[src/scl_defs.vh]
// register map, field positions, reset values and frame timing of the smart card link
`ifndef SCL_DEFS_VH
`define SCL_DEFS_VH

// register indices; byte address is four times the index
`define SCL_IDX_MODE      3'h0
`define SCL_IDX_BITRATE   3'h1
`define SCL_IDX_CTRL      3'h2
`define SCL_IDX_TXDATA    3'h3
`define SCL_IDX_STATUS    3'h4
`define SCL_IDX_RXDATA    3'h5
`define SCL_IDX_CARDMODE  3'h6

// serial_mode_reg fields
`define SCL_MODE_DONE_TIMING 7
`define SCL_MODE_PARITY_ODD  4
`define SCL_MODE_PRESCALE_HI 1
`define SCL_MODE_PRESCALE_LO 0

// serial_control_reg fields
`define SCL_CTRL_TX_IRQ_EN   7
`define SCL_CTRL_RX_IRQ_EN   6
`define SCL_CTRL_TX_EN       5
`define SCL_CTRL_RX_EN       4
`define SCL_CTRL_TX_END_IRQ  2
`define SCL_CTRL_CLK_LEVEL   1
`define SCL_CTRL_CLK_EN      0

// serial_status_reg fields
`define SCL_STAT_TX_EMPTY    7
`define SCL_STAT_RX_FULL     6
`define SCL_STAT_OVERRUN     5
`define SCL_STAT_ERR_SIG     4
`define SCL_STAT_PARITY      3
`define SCL_STAT_TX_DONE     2

// card_mode_reg fields
`define SCL_CMODE_BIT_ORDER  3
`define SCL_CMODE_INVERT     2
`define SCL_CMODE_CARD       0

// reset values
`define SCL_RST_MODE      8'h00
`define SCL_RST_BITRATE   8'hff
`define SCL_RST_CTRL      8'h00
`define SCL_RST_CARDMODE  8'h00

// frame timing in base clock cycles and bit slots
`define SCL_BASE_LAST     9'h173
`define SCL_SAMPLE_PT     9'h0b9
`define SCL_SLOT_PARITY   4'h9
`define SCL_SLOT_ERRSIG   4'ha
`define SCL_SLOT_LAST     4'hb

`endif

[src/scl_baud.v]
// base clock divider: half-period pulse of the 372x bit rate clock
`timescale 1ns/1ps
`default_nettype none
module scl_baud #(
    parameter PW = 6,
    parameter DW = 8
) (
    input  wire          clock_in,
    input  wire          resetn_in,
    input  wire [1:0]    prescale_sel_in,
    input  wire [DW-1:0] divisor_in,
    output reg           half_tick_out
);
    reg [PW-1:0] pre_ff;
    reg [DW-1:0] div_ff;

    // prescaler length is 4^n cycles
    function [PW-1:0] pre_limit;
        input [1:0] n;
        begin
            case (n)
                2'h0:    pre_limit = 6'h00;
                2'h1:    pre_limit = 6'h03;
                2'h2:    pre_limit = 6'h0f;
                default: pre_limit = 6'h3f;
            endcase
        end
    endfunction

    always @(posedge clock_in or negedge resetn_in) begin
        if (!resetn_in) begin
            pre_ff        <= {PW{1'b0}};
            div_ff        <= {DW{1'b0}};
            half_tick_out <= 1'b0;
        end else begin
            half_tick_out <= 1'b0;
            if (pre_ff >= pre_limit(prescale_sel_in)) begin
                pre_ff <= {PW{1'b0}};
                // >= so a smaller divisor written mid-count cannot stall
                if (div_ff >= divisor_in) begin
                    div_ff        <= {DW{1'b0}};
                    half_tick_out <= 1'b1;
                end else begin
                    div_ff <= div_ff + 1'b1;
                end
            end else begin
                pre_ff <= pre_ff + 1'b1;
            end
        end
    end
endmodule // scl_baud
`default_nettype wire

[src/scl_link.v]
// half-duplex smart card serial link with wishbone register slave
// Functional notes
// - card mode select hands the data and clock pins to the link, released (high-Z)
// - clock output enable drives the card clock on the clock pin
// - starting a transmission clears tx done
// - error signal during transmit raises comm fault irq when rx irq enabled
// - overrun or parity error in receive raises comm fault irq when enabled
// - byte with parity error is still stored in receive data register
// - card mode never raises tx end irq; only three irq sources
// - start edge found on 372x base clock; bits latched at 186th cycle
// - parity error sets parity flag and does not set rx full
// - good parity: parity flag stays clear, rx full set, rx irq requested
// - after a good frame the data pin stays released in error slot
// - returned error signal sets error flag and withholds tx done
// - no error signal: tx done set at frame end, tx irq requested
// - after an error signal the same byte is resent, else next byte
//
// Decided for this implementation: the register addresses and the Wishbone register port.
`timescale 1ns/1ps
`default_nettype none
`include "scl_defs.vh"
module scl_link (
    input  wire        clock_in,
    input  wire        resetn_in,
    input  wire [2:0]  wb_adr_in,
    input  wire [31:0] wb_dat_in,
    input  wire [3:0]  wb_sel_in,
    input  wire        wb_we_in,
    input  wire        wb_cyc_in,
    input  wire        wb_stb_in,
    output reg  [31:0] wb_dat_out,
    output reg         wb_ack_out,
    input  wire        data_pin_in,
    output wire        data_pin_out,
    output reg         data_pin_oe_out,
    output reg         sck_pin_out,
    output reg         sck_pin_oe_out,
    output wire        tx_ready_irq_out,
    output wire        rx_full_irq_out,
    output wire        comm_fault_irq_out,
    output wire        tx_end_irq_out
);
    reg  [7:0] mode_ff;
    reg  [7:0] bitrate_ff;
    reg  [7:0] ctrl_ff;
    reg  [7:0] txdata_ff;
    reg  [7:0] rxdata_ff;
    reg  [7:0] cmode_ff;
    reg        tx_buf_empty_ff;
    reg        rx_buf_full_ff;
    reg        overrun_ff;
    reg        err_sig_ff;
    reg        parity_err_ff;
    reg        tx_done_ff;
    reg        sync1_ff;
    reg        sync2_ff;
    reg        line_prev_ff;
    reg        phase_ff;
    reg        sck_ff;
    reg        busy_ff;
    reg        dir_tx_ff;
    reg        retry_ff;
    reg        bad_par_ff;
    reg        err_drive_ff;
    reg  [3:0] slot_ff;
    reg  [8:0] cnt_ff;
    reg  [8:0] shift_ff;
    reg  [7:0] txbyte_ff;
    reg        nxt_drive;
    reg  [7:0] rd_data;
    wire       half_tick;
    wire       base_tick;
    wire       card_mode;
    wire       parity_odd;
    wire       bus_hit;
    wire       wr_en;
    wire       wr_stat;
    wire [7:0] tx_word;
    wire [7:0] rx_word;
    wire [8:0] rx_shifted;

    // bit order and level mapping; an involution, so shared by tx and rx
    function [7:0] conv_map;
        input [7:0] b;
        input       msb_first;
        input       inv;
        reg   [7:0] r;
        integer     i;
        begin
            r = b;
            for (i = 0; i < 8; i = i + 1) begin
                if (msb_first)
                    r[i] = b[7-i];
            end
            conv_map = r ^ {8{inv}};
        end
    endfunction

    // parity bit on line levels that makes the total even or odd
    function par_bit;
        input [7:0] w;
        input       odd;
        begin
            par_bit = (^w) ^ odd;
        end
    endfunction

    assign card_mode  = cmode_ff[`SCL_CMODE_CARD];
    assign parity_odd = mode_ff[`SCL_MODE_PARITY_ODD];
    assign bus_hit    = wb_cyc_in & wb_stb_in;
    assign wr_en      = bus_hit & wb_we_in & wb_ack_out & wb_sel_in[0];
    assign wr_stat    = wr_en & (wb_adr_in == `SCL_IDX_STATUS);
    assign tx_word    = conv_map(retry_ff ? txbyte_ff : txdata_ff,
                                 cmode_ff[`SCL_CMODE_BIT_ORDER], cmode_ff[`SCL_CMODE_INVERT]);
    assign rx_word    = conv_map(shift_ff[8:1],
                                 cmode_ff[`SCL_CMODE_BIT_ORDER], cmode_ff[`SCL_CMODE_INVERT]);
    assign rx_shifted = {sync2_ff, shift_ff[8:1]};
    assign base_tick  = half_tick & phase_ff;
    // open drain line: only ever pulled low
    assign data_pin_out = 1'b0;

    scl_baud #(
        .PW (6),
        .DW (8)
    ) u_baud (
        .clock_in        (clock_in),
        .resetn_in       (resetn_in),
        .prescale_sel_in ({mode_ff[`SCL_MODE_PRESCALE_HI], mode_ff[`SCL_MODE_PRESCALE_LO]}),
        .divisor_in      (bitrate_ff),
        .half_tick_out   (half_tick)
    );

    // interrupt requests are levels of flag and mask
    assign tx_ready_irq_out   = tx_done_ff & ctrl_ff[`SCL_CTRL_TX_IRQ_EN];
    assign rx_full_irq_out    = rx_buf_full_ff & ctrl_ff[`SCL_CTRL_RX_IRQ_EN];
    assign comm_fault_irq_out = (err_sig_ff | parity_err_ff | overrun_ff)
                                & ctrl_ff[`SCL_CTRL_RX_IRQ_EN];
    assign tx_end_irq_out     = tx_done_ff & ctrl_ff[`SCL_CTRL_TX_END_IRQ] & ~card_mode;

    // read mux; unmapped words read zero
    always @* begin
        case (wb_adr_in)
            `SCL_IDX_MODE:     rd_data = mode_ff;
            `SCL_IDX_BITRATE:  rd_data = bitrate_ff;
            `SCL_IDX_CTRL:     rd_data = ctrl_ff;
            `SCL_IDX_TXDATA:   rd_data = txdata_ff;
            `SCL_IDX_STATUS:   rd_data = {tx_buf_empty_ff, rx_buf_full_ff, overrun_ff,
                                          err_sig_ff, parity_err_ff, tx_done_ff, 2'h0};
            `SCL_IDX_RXDATA:   rd_data = rxdata_ff;
            `SCL_IDX_CARDMODE: rd_data = {4'h0, cmode_ff[3:2], 1'b0, cmode_ff[0]};
            default:           rd_data = 8'h00;
        endcase
    end

    // ack one cycle after the request, dropped the cycle after
    always @(posedge clock_in or negedge resetn_in) begin
        if (!resetn_in) begin
            wb_ack_out <= 1'b0;
            wb_dat_out <= 32'h0000_0000;
            mode_ff    <= `SCL_RST_MODE;
            bitrate_ff <= `SCL_RST_BITRATE;
            ctrl_ff    <= `SCL_RST_CTRL;
            txdata_ff  <= 8'h00;
            cmode_ff   <= `SCL_RST_CARDMODE;
        end else begin
            wb_ack_out <= bus_hit & ~wb_ack_out;
            if (bus_hit & ~wb_ack_out)
                wb_dat_out <= {24'h000000, rd_data};
            if (wr_en) begin
                case (wb_adr_in)
                    `SCL_IDX_MODE:     mode_ff    <= wb_dat_in[7:0];
                    `SCL_IDX_BITRATE:  bitrate_ff <= wb_dat_in[7:0];
                    `SCL_IDX_CTRL:     ctrl_ff    <= wb_dat_in[7:0];
                    `SCL_IDX_TXDATA:   txdata_ff  <= wb_dat_in[7:0];
                    `SCL_IDX_CARDMODE: cmode_ff   <= {4'h0, wb_dat_in[3:2], 1'b0, wb_dat_in[0]};
                    default:           cmode_ff   <= cmode_ff;
                endcase
            end
        end
    end

    // pin synchroniser and card clock
    always @(posedge clock_in or negedge resetn_in) begin
        if (!resetn_in) begin
            sync1_ff       <= 1'b1;
            sync2_ff       <= 1'b1;
            phase_ff       <= 1'b0;
            sck_ff         <= 1'b0;
            sck_pin_out    <= 1'b0;
            sck_pin_oe_out <= 1'b0;
        end else begin
            sync1_ff <= data_pin_in;
            sync2_ff <= sync1_ff;
            if (half_tick) begin
                phase_ff <= ~phase_ff;
                sck_ff   <= ~sck_ff;
            end
            // stopping the clock keeps the divider phase, so duty stays constant
            sck_pin_out    <= ctrl_ff[`SCL_CTRL_CLK_EN] ? sck_ff : ctrl_ff[`SCL_CTRL_CLK_LEVEL];
            sck_pin_oe_out <= card_mode & (ctrl_ff[`SCL_CTRL_CLK_EN] | mode_ff[`SCL_MODE_DONE_TIMING]);
        end
    end

    // line drive: start and zero bits in transmit, error slot in receive
    always @* begin
        nxt_drive = 1'b0;
        if (busy_ff & dir_tx_ff) begin
            if (slot_ff == 4'h0)
                nxt_drive = 1'b1;
            else if (slot_ff <= `SCL_SLOT_PARITY)
                nxt_drive = ~shift_ff[slot_ff - 4'h1];
        end else if (busy_ff) begin
            nxt_drive = err_drive_ff;
        end
    end

    always @(posedge clock_in or negedge resetn_in) begin
        if (!resetn_in)
            data_pin_oe_out <= 1'b0;
        else
            data_pin_oe_out <= card_mode & nxt_drive;
    end

    // frame engine and status flags; hardware sets come after software clears
    always @(posedge clock_in or negedge resetn_in) begin
        if (!resetn_in) begin
            tx_buf_empty_ff <= 1'b1;
            rx_buf_full_ff  <= 1'b0;
            overrun_ff      <= 1'b0;
            err_sig_ff      <= 1'b0;
            parity_err_ff   <= 1'b0;
            tx_done_ff      <= 1'b1;
            rxdata_ff       <= 8'h00;
            line_prev_ff    <= 1'b1;
            busy_ff         <= 1'b0;
            dir_tx_ff       <= 1'b0;
            retry_ff        <= 1'b0;
            bad_par_ff      <= 1'b0;
            err_drive_ff    <= 1'b0;
            slot_ff         <= 4'h0;
            cnt_ff          <= 9'h000;
            shift_ff        <= 9'h000;
            txbyte_ff       <= 8'h00;
        end else begin
            if (wr_stat) begin
                if (!wb_dat_in[`SCL_STAT_TX_EMPTY]) begin
                    tx_buf_empty_ff <= 1'b0;
                    tx_done_ff      <= 1'b0;
                end
                if (!wb_dat_in[`SCL_STAT_RX_FULL])
                    rx_buf_full_ff <= 1'b0;
                if (!wb_dat_in[`SCL_STAT_OVERRUN])
                    overrun_ff <= 1'b0;
                if (!wb_dat_in[`SCL_STAT_ERR_SIG])
                    err_sig_ff <= 1'b0;
                if (!wb_dat_in[`SCL_STAT_PARITY])
                    parity_err_ff <= 1'b0;
            end
            if (base_tick) begin
                line_prev_ff <= sync2_ff;
                if (!busy_ff) begin
                    slot_ff    <= 4'h0;
                    cnt_ff     <= 9'h000;
                    bad_par_ff <= 1'b0;
                    if (card_mode & ctrl_ff[`SCL_CTRL_TX_EN] & (retry_ff | ~tx_buf_empty_ff)) begin
                        busy_ff   <= 1'b1;
                        dir_tx_ff <= 1'b1;
                        shift_ff  <= {par_bit(tx_word, parity_odd), tx_word};
                        if (!retry_ff) begin
                            txbyte_ff       <= txdata_ff;
                            tx_buf_empty_ff <= 1'b1;
                        end
                    end else if (card_mode & ctrl_ff[`SCL_CTRL_RX_EN] & line_prev_ff & ~sync2_ff) begin
                        busy_ff      <= 1'b1;
                        dir_tx_ff    <= 1'b0;
                        err_drive_ff <= 1'b0;
                    end
                end else begin
                    if (cnt_ff == `SCL_BASE_LAST) begin
                        cnt_ff  <= 9'h000;
                        slot_ff <= slot_ff + 4'h1;
                    end else begin
                        cnt_ff <= cnt_ff + 9'h001;
                    end
                    if (dir_tx_ff) begin
                        // error signal sampled at the start of the last slot
                        if (slot_ff == `SCL_SLOT_LAST && cnt_ff == 9'h000 && !sync2_ff)
                            bad_par_ff <= 1'b1;
                        if (slot_ff == `SCL_SLOT_LAST && cnt_ff == `SCL_BASE_LAST) begin
                            busy_ff    <= 1'b0;
                            bad_par_ff <= 1'b0;
                            if (bad_par_ff) begin
                                err_sig_ff <= 1'b1;
                                retry_ff   <= 1'b1;
                            end else begin
                                retry_ff   <= 1'b0;
                                tx_done_ff <= 1'b1;
                            end
                        end
                    end else if (cnt_ff == `SCL_SAMPLE_PT) begin
                        if (slot_ff == 4'h0) begin
                            // glitch, not a start bit
                            if (sync2_ff)
                                busy_ff <= 1'b0;
                        end else if (slot_ff < `SCL_SLOT_PARITY) begin
                            shift_ff <= rx_shifted;
                        end else if (slot_ff == `SCL_SLOT_PARITY) begin
                            if (par_bit(shift_ff[8:1], parity_odd) != sync2_ff) begin
                                bad_par_ff    <= 1'b1;
                                parity_err_ff <= 1'b1;
                                rxdata_ff     <= rx_word;
                            end else if (rx_buf_full_ff & ~(wr_stat & ~wb_dat_in[`SCL_STAT_RX_FULL])) begin
                                overrun_ff <= 1'b1;
                            end else begin
                                rxdata_ff      <= rx_word;
                                rx_buf_full_ff <= 1'b1;
                            end
                        end else if (slot_ff == `SCL_SLOT_ERRSIG) begin
                            err_drive_ff <= bad_par_ff;
                        end else begin
                            err_drive_ff <= 1'b0;
                        end
                    end else if (slot_ff == `SCL_SLOT_LAST && cnt_ff == `SCL_BASE_LAST) begin
                        busy_ff <= 1'b0;
                    end
                end
            end
        end
    end
endmodule // scl_link
`default_nettype wire
[config.mk]
export PLATFORM = sky130hd
export DESIGN_NAME = scl_link
export DESIGN_NICKNAME = d
export VERILOG_FILES = /design/src/scl_baud.v /design/src/scl_link.v
export VERILOG_INCLUDE_DIRS = /design/src /design/src/src
export SDC_FILE = /design/constraint.sdc
export NUM_CORES = 1
export LEC_CHECK = 0
export BUFFER_PORTS_ARGS = -buffer_cell sky130_fd_sc_hd__buf_2
export CAP_MARGIN = 25
export CORE_MARGIN = 4
export CORE_UTILIZATION = 59
export DETAILED_ROUTE_END_ITERATION = 12
export PLACE_DENSITY = 0.83
export SETUP_SLACK_MARGIN = 0.4
export SLEW_MARGIN = 5
export SYNTH_ARGS = -nofsm -noshare
export SYNTH_HDL_FRONTEND = slang
export SYNTH_HIERARCHICAL = 1
export SYNTH_SLANG_ARGS = --single-unit
[constraint.sdc]
create_clock -name clock_in -period 3.4 [get_ports clock_in]
set_clock_uncertainty 0.15 [all_clocks]
set_input_delay 0.17 -clock clock_in [delete_from_list [all_inputs] [get_ports clock_in]]
set_output_delay 0.17 -clock clock_in [all_outputs]
set_load 0.05 [all_outputs]
======== Word-level counts from Yosys, hierarchy flattened ========
Cells that the tools add are included.
operators by class
  $add $sub $neg .......................... 5
  multipliers ............................. 0
  div/mod/pow operators ................... 0
  magnitude comparators ................... 5
  eq/ne operators ......................... 29
  shifts and indexed selects .............. 0
  mux-type cells .......................... 122
  bitwise operators ....................... 43
  reduce and logical (&&, ||, !) cells .... 26
operators with widths
  cell                                                                    count
  1-bit 2-to-1 mux                                                        104
  9-bit 2-to-1 mux                                                        8
  8-bit case mux with 7 select lines                                      1
  8-bit 2-to-1 mux                                                        4
  1-bit bitwise AND                                                       22
  6-bit case mux with 3 select lines                                      1
  8-bit AND reduction                                                     2
  8-bit XOR reduction                                                     2
  8-bit XOR                                                               2
  1-bit inverter                                                          13
  4-bit equality test (second input constant)                             3
  2-bit != test (second input constant)                                   6
  2-bit AND reduction                                                     6
  9-bit by 1-bit adder with 9-bit output (second input constant)          1
  3-bit equality test (second input constant)                             3
  9-bit by 8-bit equality test with 1-bit output (second input constant)  1
  9-bit equality test (second input constant)                             1
  9-bit zero test                                                         1
  3-bit by 1-bit != test with 1-bit output (second input constant)        3
  8-bit by 1-bit adder with 8-bit output (second input constant)          1
  8-bit >= comparator                                                     1
  4-bit 2-to-1 mux                                                        2
  7-bit AND reduction                                                     1
  6-bit by 1-bit adder with 6-bit output (second input constant)          1
  27 further kinds                                                        40
word-level totals
  register bits after elaboration ......... 116
  latch bits .............................. 0
  RAM bits ................................ 0
  ROM bits ................................ 0
  input port bits ......................... 45
  word-level logic and storage cells ...... 264
  memories ................................ 0

======== Depth between registers and ports, before layout ========
  depth after elaboration ................. 17
  mapped depth ............................ 10

======== Modules after synthesis ========
The synthesis kept the hierarchy.
by module, submodules not included
  module    times used  cells an instance  area an instance (um^2)
  scl_link  1           527                5813.1
  scl_baud  1           108                1058.5

======== Least setup slack after synthesis ========
No wires, ideal clock.
  path type ............................... register -> register
  start point ............................. register slot_ff[0]
  end point ............................... register data_pin_oe_out
  arrival time ............................ 2.338 ns
  setup slack ............................. 0.830 ns
  stages on the path, launching flop included .. 10
  path buffers ............................ 2
  clock period less this slack ............ 2.570 ns
  cells stage by stage .................... dfrtp_1 clkbuf_1 inv_1 ha_1 clkbuf_1 mux4_2 nand2b_1 a31oi_1 o21ai_0 a31oi_1
on the way
  word-level cells in the longest chain between the ends .. 8
  elaborated cells between the ends (all ways) .. 10
ends and longest elaborated chain
  what                                         RTL line        text
  start: declaration                           scl_link.v:65   reg [3:0] slot_ff;
  start signal: assignment                     scl_link.v:281  slot_ff <= slot_ff + 4'h1;
  4-bit by 1-bit subtractor with 4-bit output  scl_link.v:211  nxt_drive = ~shift_ff[slot_ff - 4'h1];
  1-bit binary-select mux with 4-bit select    scl_link.v:211
  1-bit 2-to-1 mux (implied by the code)       scl_link.v:211
  1-bit inverter                               scl_link.v:211
  1-bit 2-to-1 mux                             scl_link.v:210  else if (slot_ff <= `SCL_SLOT_PARITY)
  1-bit 2-to-1 mux (*)                         scl_link.v:208  if (slot_ff == 4'h0)
  1-bit 2-to-1 mux (*)                         scl_link.v:207  if (busy_ff & dir_tx_ff) begin
  1-bit bitwise AND (*)                        scl_link.v:221  data_pin_oe_out <= card_mode & nxt_drive;
  end signal: assignment                       scl_link.v:221
  end: declaration                             scl_link.v:35   output reg data_pin_oe_out,
Mark *: on every way between the ends. The rest lies on a longest branch, timed or not. The select of a mux whose other input is x is not followed.
A chain may end at the register's enable or synchronous reset.

======== Worst setup path after layout ========
  start point ............................. register slot_ff[0]
  end point ............................... register shift_ff[8]
on the way
  word-level cells in the longest chain between the ends .. 3
  elaborated cells between the ends (all ways) .. 5
ends and longest elaborated chain
  what                                                                                        RTL line        text
  4-bit < comparator (no source line) or 4-bit zero test (tied branches)                      n/a
  2-bit by 1-bit != test with 1-bit output (no source line) or 2-bit != test (tied branches)  n/a
  6-bit AND reduction (no source line) (*)                                                    n/a
  end signal: assignment                                                                      scl_link.v:268  shift_ff <= {par_bit(tx_word, parity_odd), tx_word};
  end signal: assignment                                                                      scl_link.v:306  shift_ff <= rx_shifted;
  end: declaration                                                                            scl_link.v:67   reg [8:0] shift_ff;
Mark *: on every way between the ends. The rest lies on a longest branch, timed or not.

==> results.toml <==
[synthesis]
synth-edff-count = 0
ys_seq_elements = 116
synth_compound_area_share_pct = 10.18
synthMuxAreaShare_pct = 18.54
yosysWarnings = 6
synth_xor_area_share_pct = 6.264
synth_area_sq_um = 6872
async_flop_share_pct = 100.0
yosys_most_used_dff = "dfrtp_1"
synthAdderAreaFrac_pct = 3.824
avgSynthCellArea_sq_um = 10.82
synth_cells = 635
yosysSeqAreaShare_pct = 42.48
synth_simple_gate_area_share_pct = 12.29
synth_cell_types = 63
synth_top_family_by_area = "multiplexers"

[worst_setup_path]
critPathLaunch = "slot_ff[0]$_DFFE_PN0P_"
r2r_setup_slack_ps = 670
cp-end-kind = "flop"
critPathKind = "flop to flop"
reg2reg_depth = 7
cp-start-kind = "flop"
crit-reg2reg-capture = "shift_ff[8]$_DFFE_PN0P_"
cp.arrival_ps = 2870
required_ps = 3540
r2r_start = "slot_ff[0]$_DFFE_PN0P_"
crit_fanout = 14

[cells_and_area]
final_cell_mix = "dfrtp_1 (103), nand2_1 (50), mux2_2 (50), o21ai_0 (39)"
nFillCells = 770
area_growth_pct = 13.46
final_net_count = 737
drive_gt1_share_pct = 24.42
layout_commonest_cell = "dfrtp_1"
antennaDiodeCount = 0

[global_routing]
track_usage_pct = 25.22
use_met3_pct = 7.415
grt_overflow = 0
grt_antenna_before_repair = 1
busiest_layer = "met2"
met1_usage_pct = 32.29
grt_max_degree = 57
met2_usage_pct = 40.66
grt_pass1_vias = 5086
grt_pass1_wl_mm = 26.09

[clock_network]
ctsHoldBuffers = 10
clock_path_buffers = 2
root_buffer = "clkbuf_16"
clk_latency_ps = 420
clk_pin_slew_ps = 50
ctsResizeCount = 0
htreeDepth = 4
cts_buffers = 17
post_cts_buffers = 0
cts_tree = "yes"
cts.sinks = 116

[detailed_routing]
ant_nets = 0
totalWireLength_mm = 16.04
wl_per_cell_um = 19.39
drc = 0
viasPerCell = 5.983
dr.pass1.iters = 5
vias = 4948
drt-initial-drc-count = 522

[floorplanning]
dieArea_sq_um = 13440
die_y_um = 115.9
die_x_um = 115.9
num_rows = 39
start_util_pct = 60.18
ios = 86
fp.coreArea_sq_um = 11420

[timing]
slew_violations = 0
max_slew_margin_pct = 34.06
fin_setup_tns_ps = 0
rsz0062_at_grt = "no"
tightest_slew_ps = 987.1
hold_violations = 0
fin_crit_ps = 2731
period_share_pct = 80.33
max_freq_mhz = 366.1
setup_viol = 0

[min_path]
holdPathStages = 3
min_path_type = "input pin to flop"
min-delay-start = "wb_adr_in[2]"
worstHoldEndpoint = "wb_dat_out[2]$_DFFE_PN0P_"

[placement]
io_buffers = 33
dpl.hpwl_mm = 10.98
gp_congestion = 0.8524

[pwr]
p_leak_nw = 3.656
p_int_w = 0.003053
p_sw_w = 0.001121
power_w = 0.004174
combPwrFrac_pct = 14.1
power.share.clock_pct = 48.7
power_density_nw_per_um2 = 535.4
ir_worst_vdd_v = 0.0007246
switching_share_pct = 26.85
p_seq_share_pct = 37.2

[flow_run]
cap_viol_max_count = 0

[run_status]
status = "finished, final reports clean"
-- critical path, stage by stage, from the launching register on --
cell,delay [ps]
dfrtp_1,520
inv_1,170
ha_1,310
inv_1,100
or3_1,370
a31oi_1,350
nor4_1,100
or4b_1,520
-- sequential cells by signal, summed over array words and instances (netlist names), 8 cells and up --
signal and flops:
cnt_ff 9, shift_ff 9, bitrate_ff 8, ctrl_ff 8, mode_ff 8, rxdata_ff 8, txbyte_ff 8, txdata_ff 8
u_baud/div_ff 8, wb_dat_out 8
-- kinds of logic (layout without fill, tap and decap cells) --
| logic type | Yosys count | count (layout) |
|---|---|---|
| AOI/OAI and AO/OA | 103 | 103 |
| xor gates and xnor gates | 46 | 46 |
| adders and majority gates | 21 | 21 |
| buffers and inverters | 84 | 109 |
| DFF | 116 | 116 |
| muxes | 102 | 102 |
| other | 1 | 25 |
| and+or+nand+nor | 162 | 162 |
-- cells in the mapped netlist, types with 20 or more instances --
cell type | n | share of area [%]
inv_1 | 26 | 1.4
xnor2_1 | 21 | 2.7
dfrtp_1 | 103 | 38
buf_4 | 26 | 2.8
xor2_1 | 23 | 2.9
ha_1 | 21 | 3.8
mux2i_1 | 32 | 4.7
mux2_2 | 50 | 8.2
o21ai_0 | 39 | 2.8
nor2_1 | 26 | 1.4
nand2_1 | 50 | 2.7
clkbuf_1 | 20 | 1.1
-- through the flow --
stage | area, sq um | instances | hold WS [ps] | setup slack (ps) | util, %
after floorplan | 6962 | 659 | -275.6 | 830.2 | -
after global placement | 7024 | 785 | 117.4 | 780.3 | 61.52
after detailed placement | 7024 | 785 | 125.2 | 710.2 | 61.52
after CTS | 7796 | 827 | 44.74 | 685.5 | 68.28
after global routing | 7796 | 827 | 77.97 | 423.1 | 68.28
final | 7796 | 827 | 59.83 | 668.9 | 68.28
-- how the worst max path moves through the flow --
stage / end / slack [ps] / depth (start not counted)
after floorplan: data_pin_oe_out$_DFF_PN0_ / 830 / 9
after global placement: shift_ff[8]$_DFFE_PN0P_ / 780 / 7
after detailed placement: shift_ff[8]$_DFFE_PN0P_ / 710 / 7
after CTS: shift_ff[8]$_DFFE_PN0P_ / 690 / 7
after global routing: shift_ff[8]$_DFFE_PN0P_ / 420 / 7
final: shift_ff[8]$_DFFE_PN0P_ / 670 / 7
-- area by class of cell --
type | count | area, sq um | area share, %
sequential | 116 | 2919 | 37.44
timing repair buffer | 50 | 320.3 | 4.108
tap | 143 | 178.9 | 2.295
multi-input combinational | 459 | 3605 | 46.24
clock inverter | 13 | 229.0 | 2.937
clock buffer | 19 | 442.9 | 5.681
inverter | 27 | 101.3 | 1.300
-- per-layer routing --
layer	share of wire [%]	vias up
met5	0.081	-
met4	2.5	2
met3	6.5	35
met2	49	168
met1	42	2457
li1	-	2286
-- power groups by stage --
stage | clock, W | sequential, W | combinational [W]
global placement | 0 | 0.00157 | 0.000555
CTS | 0.00205 | 0.00155 | 0.000588
finish | 0.00203 | 0.00155 | 0.000590
floorplan | 0 | 0.00157 | 0.000450
detailed placement | 0 | 0.00157 | 0.000572
global route | 0.00212 | 0.00156 | 0.000646
(Power assumes the default switching activity.)
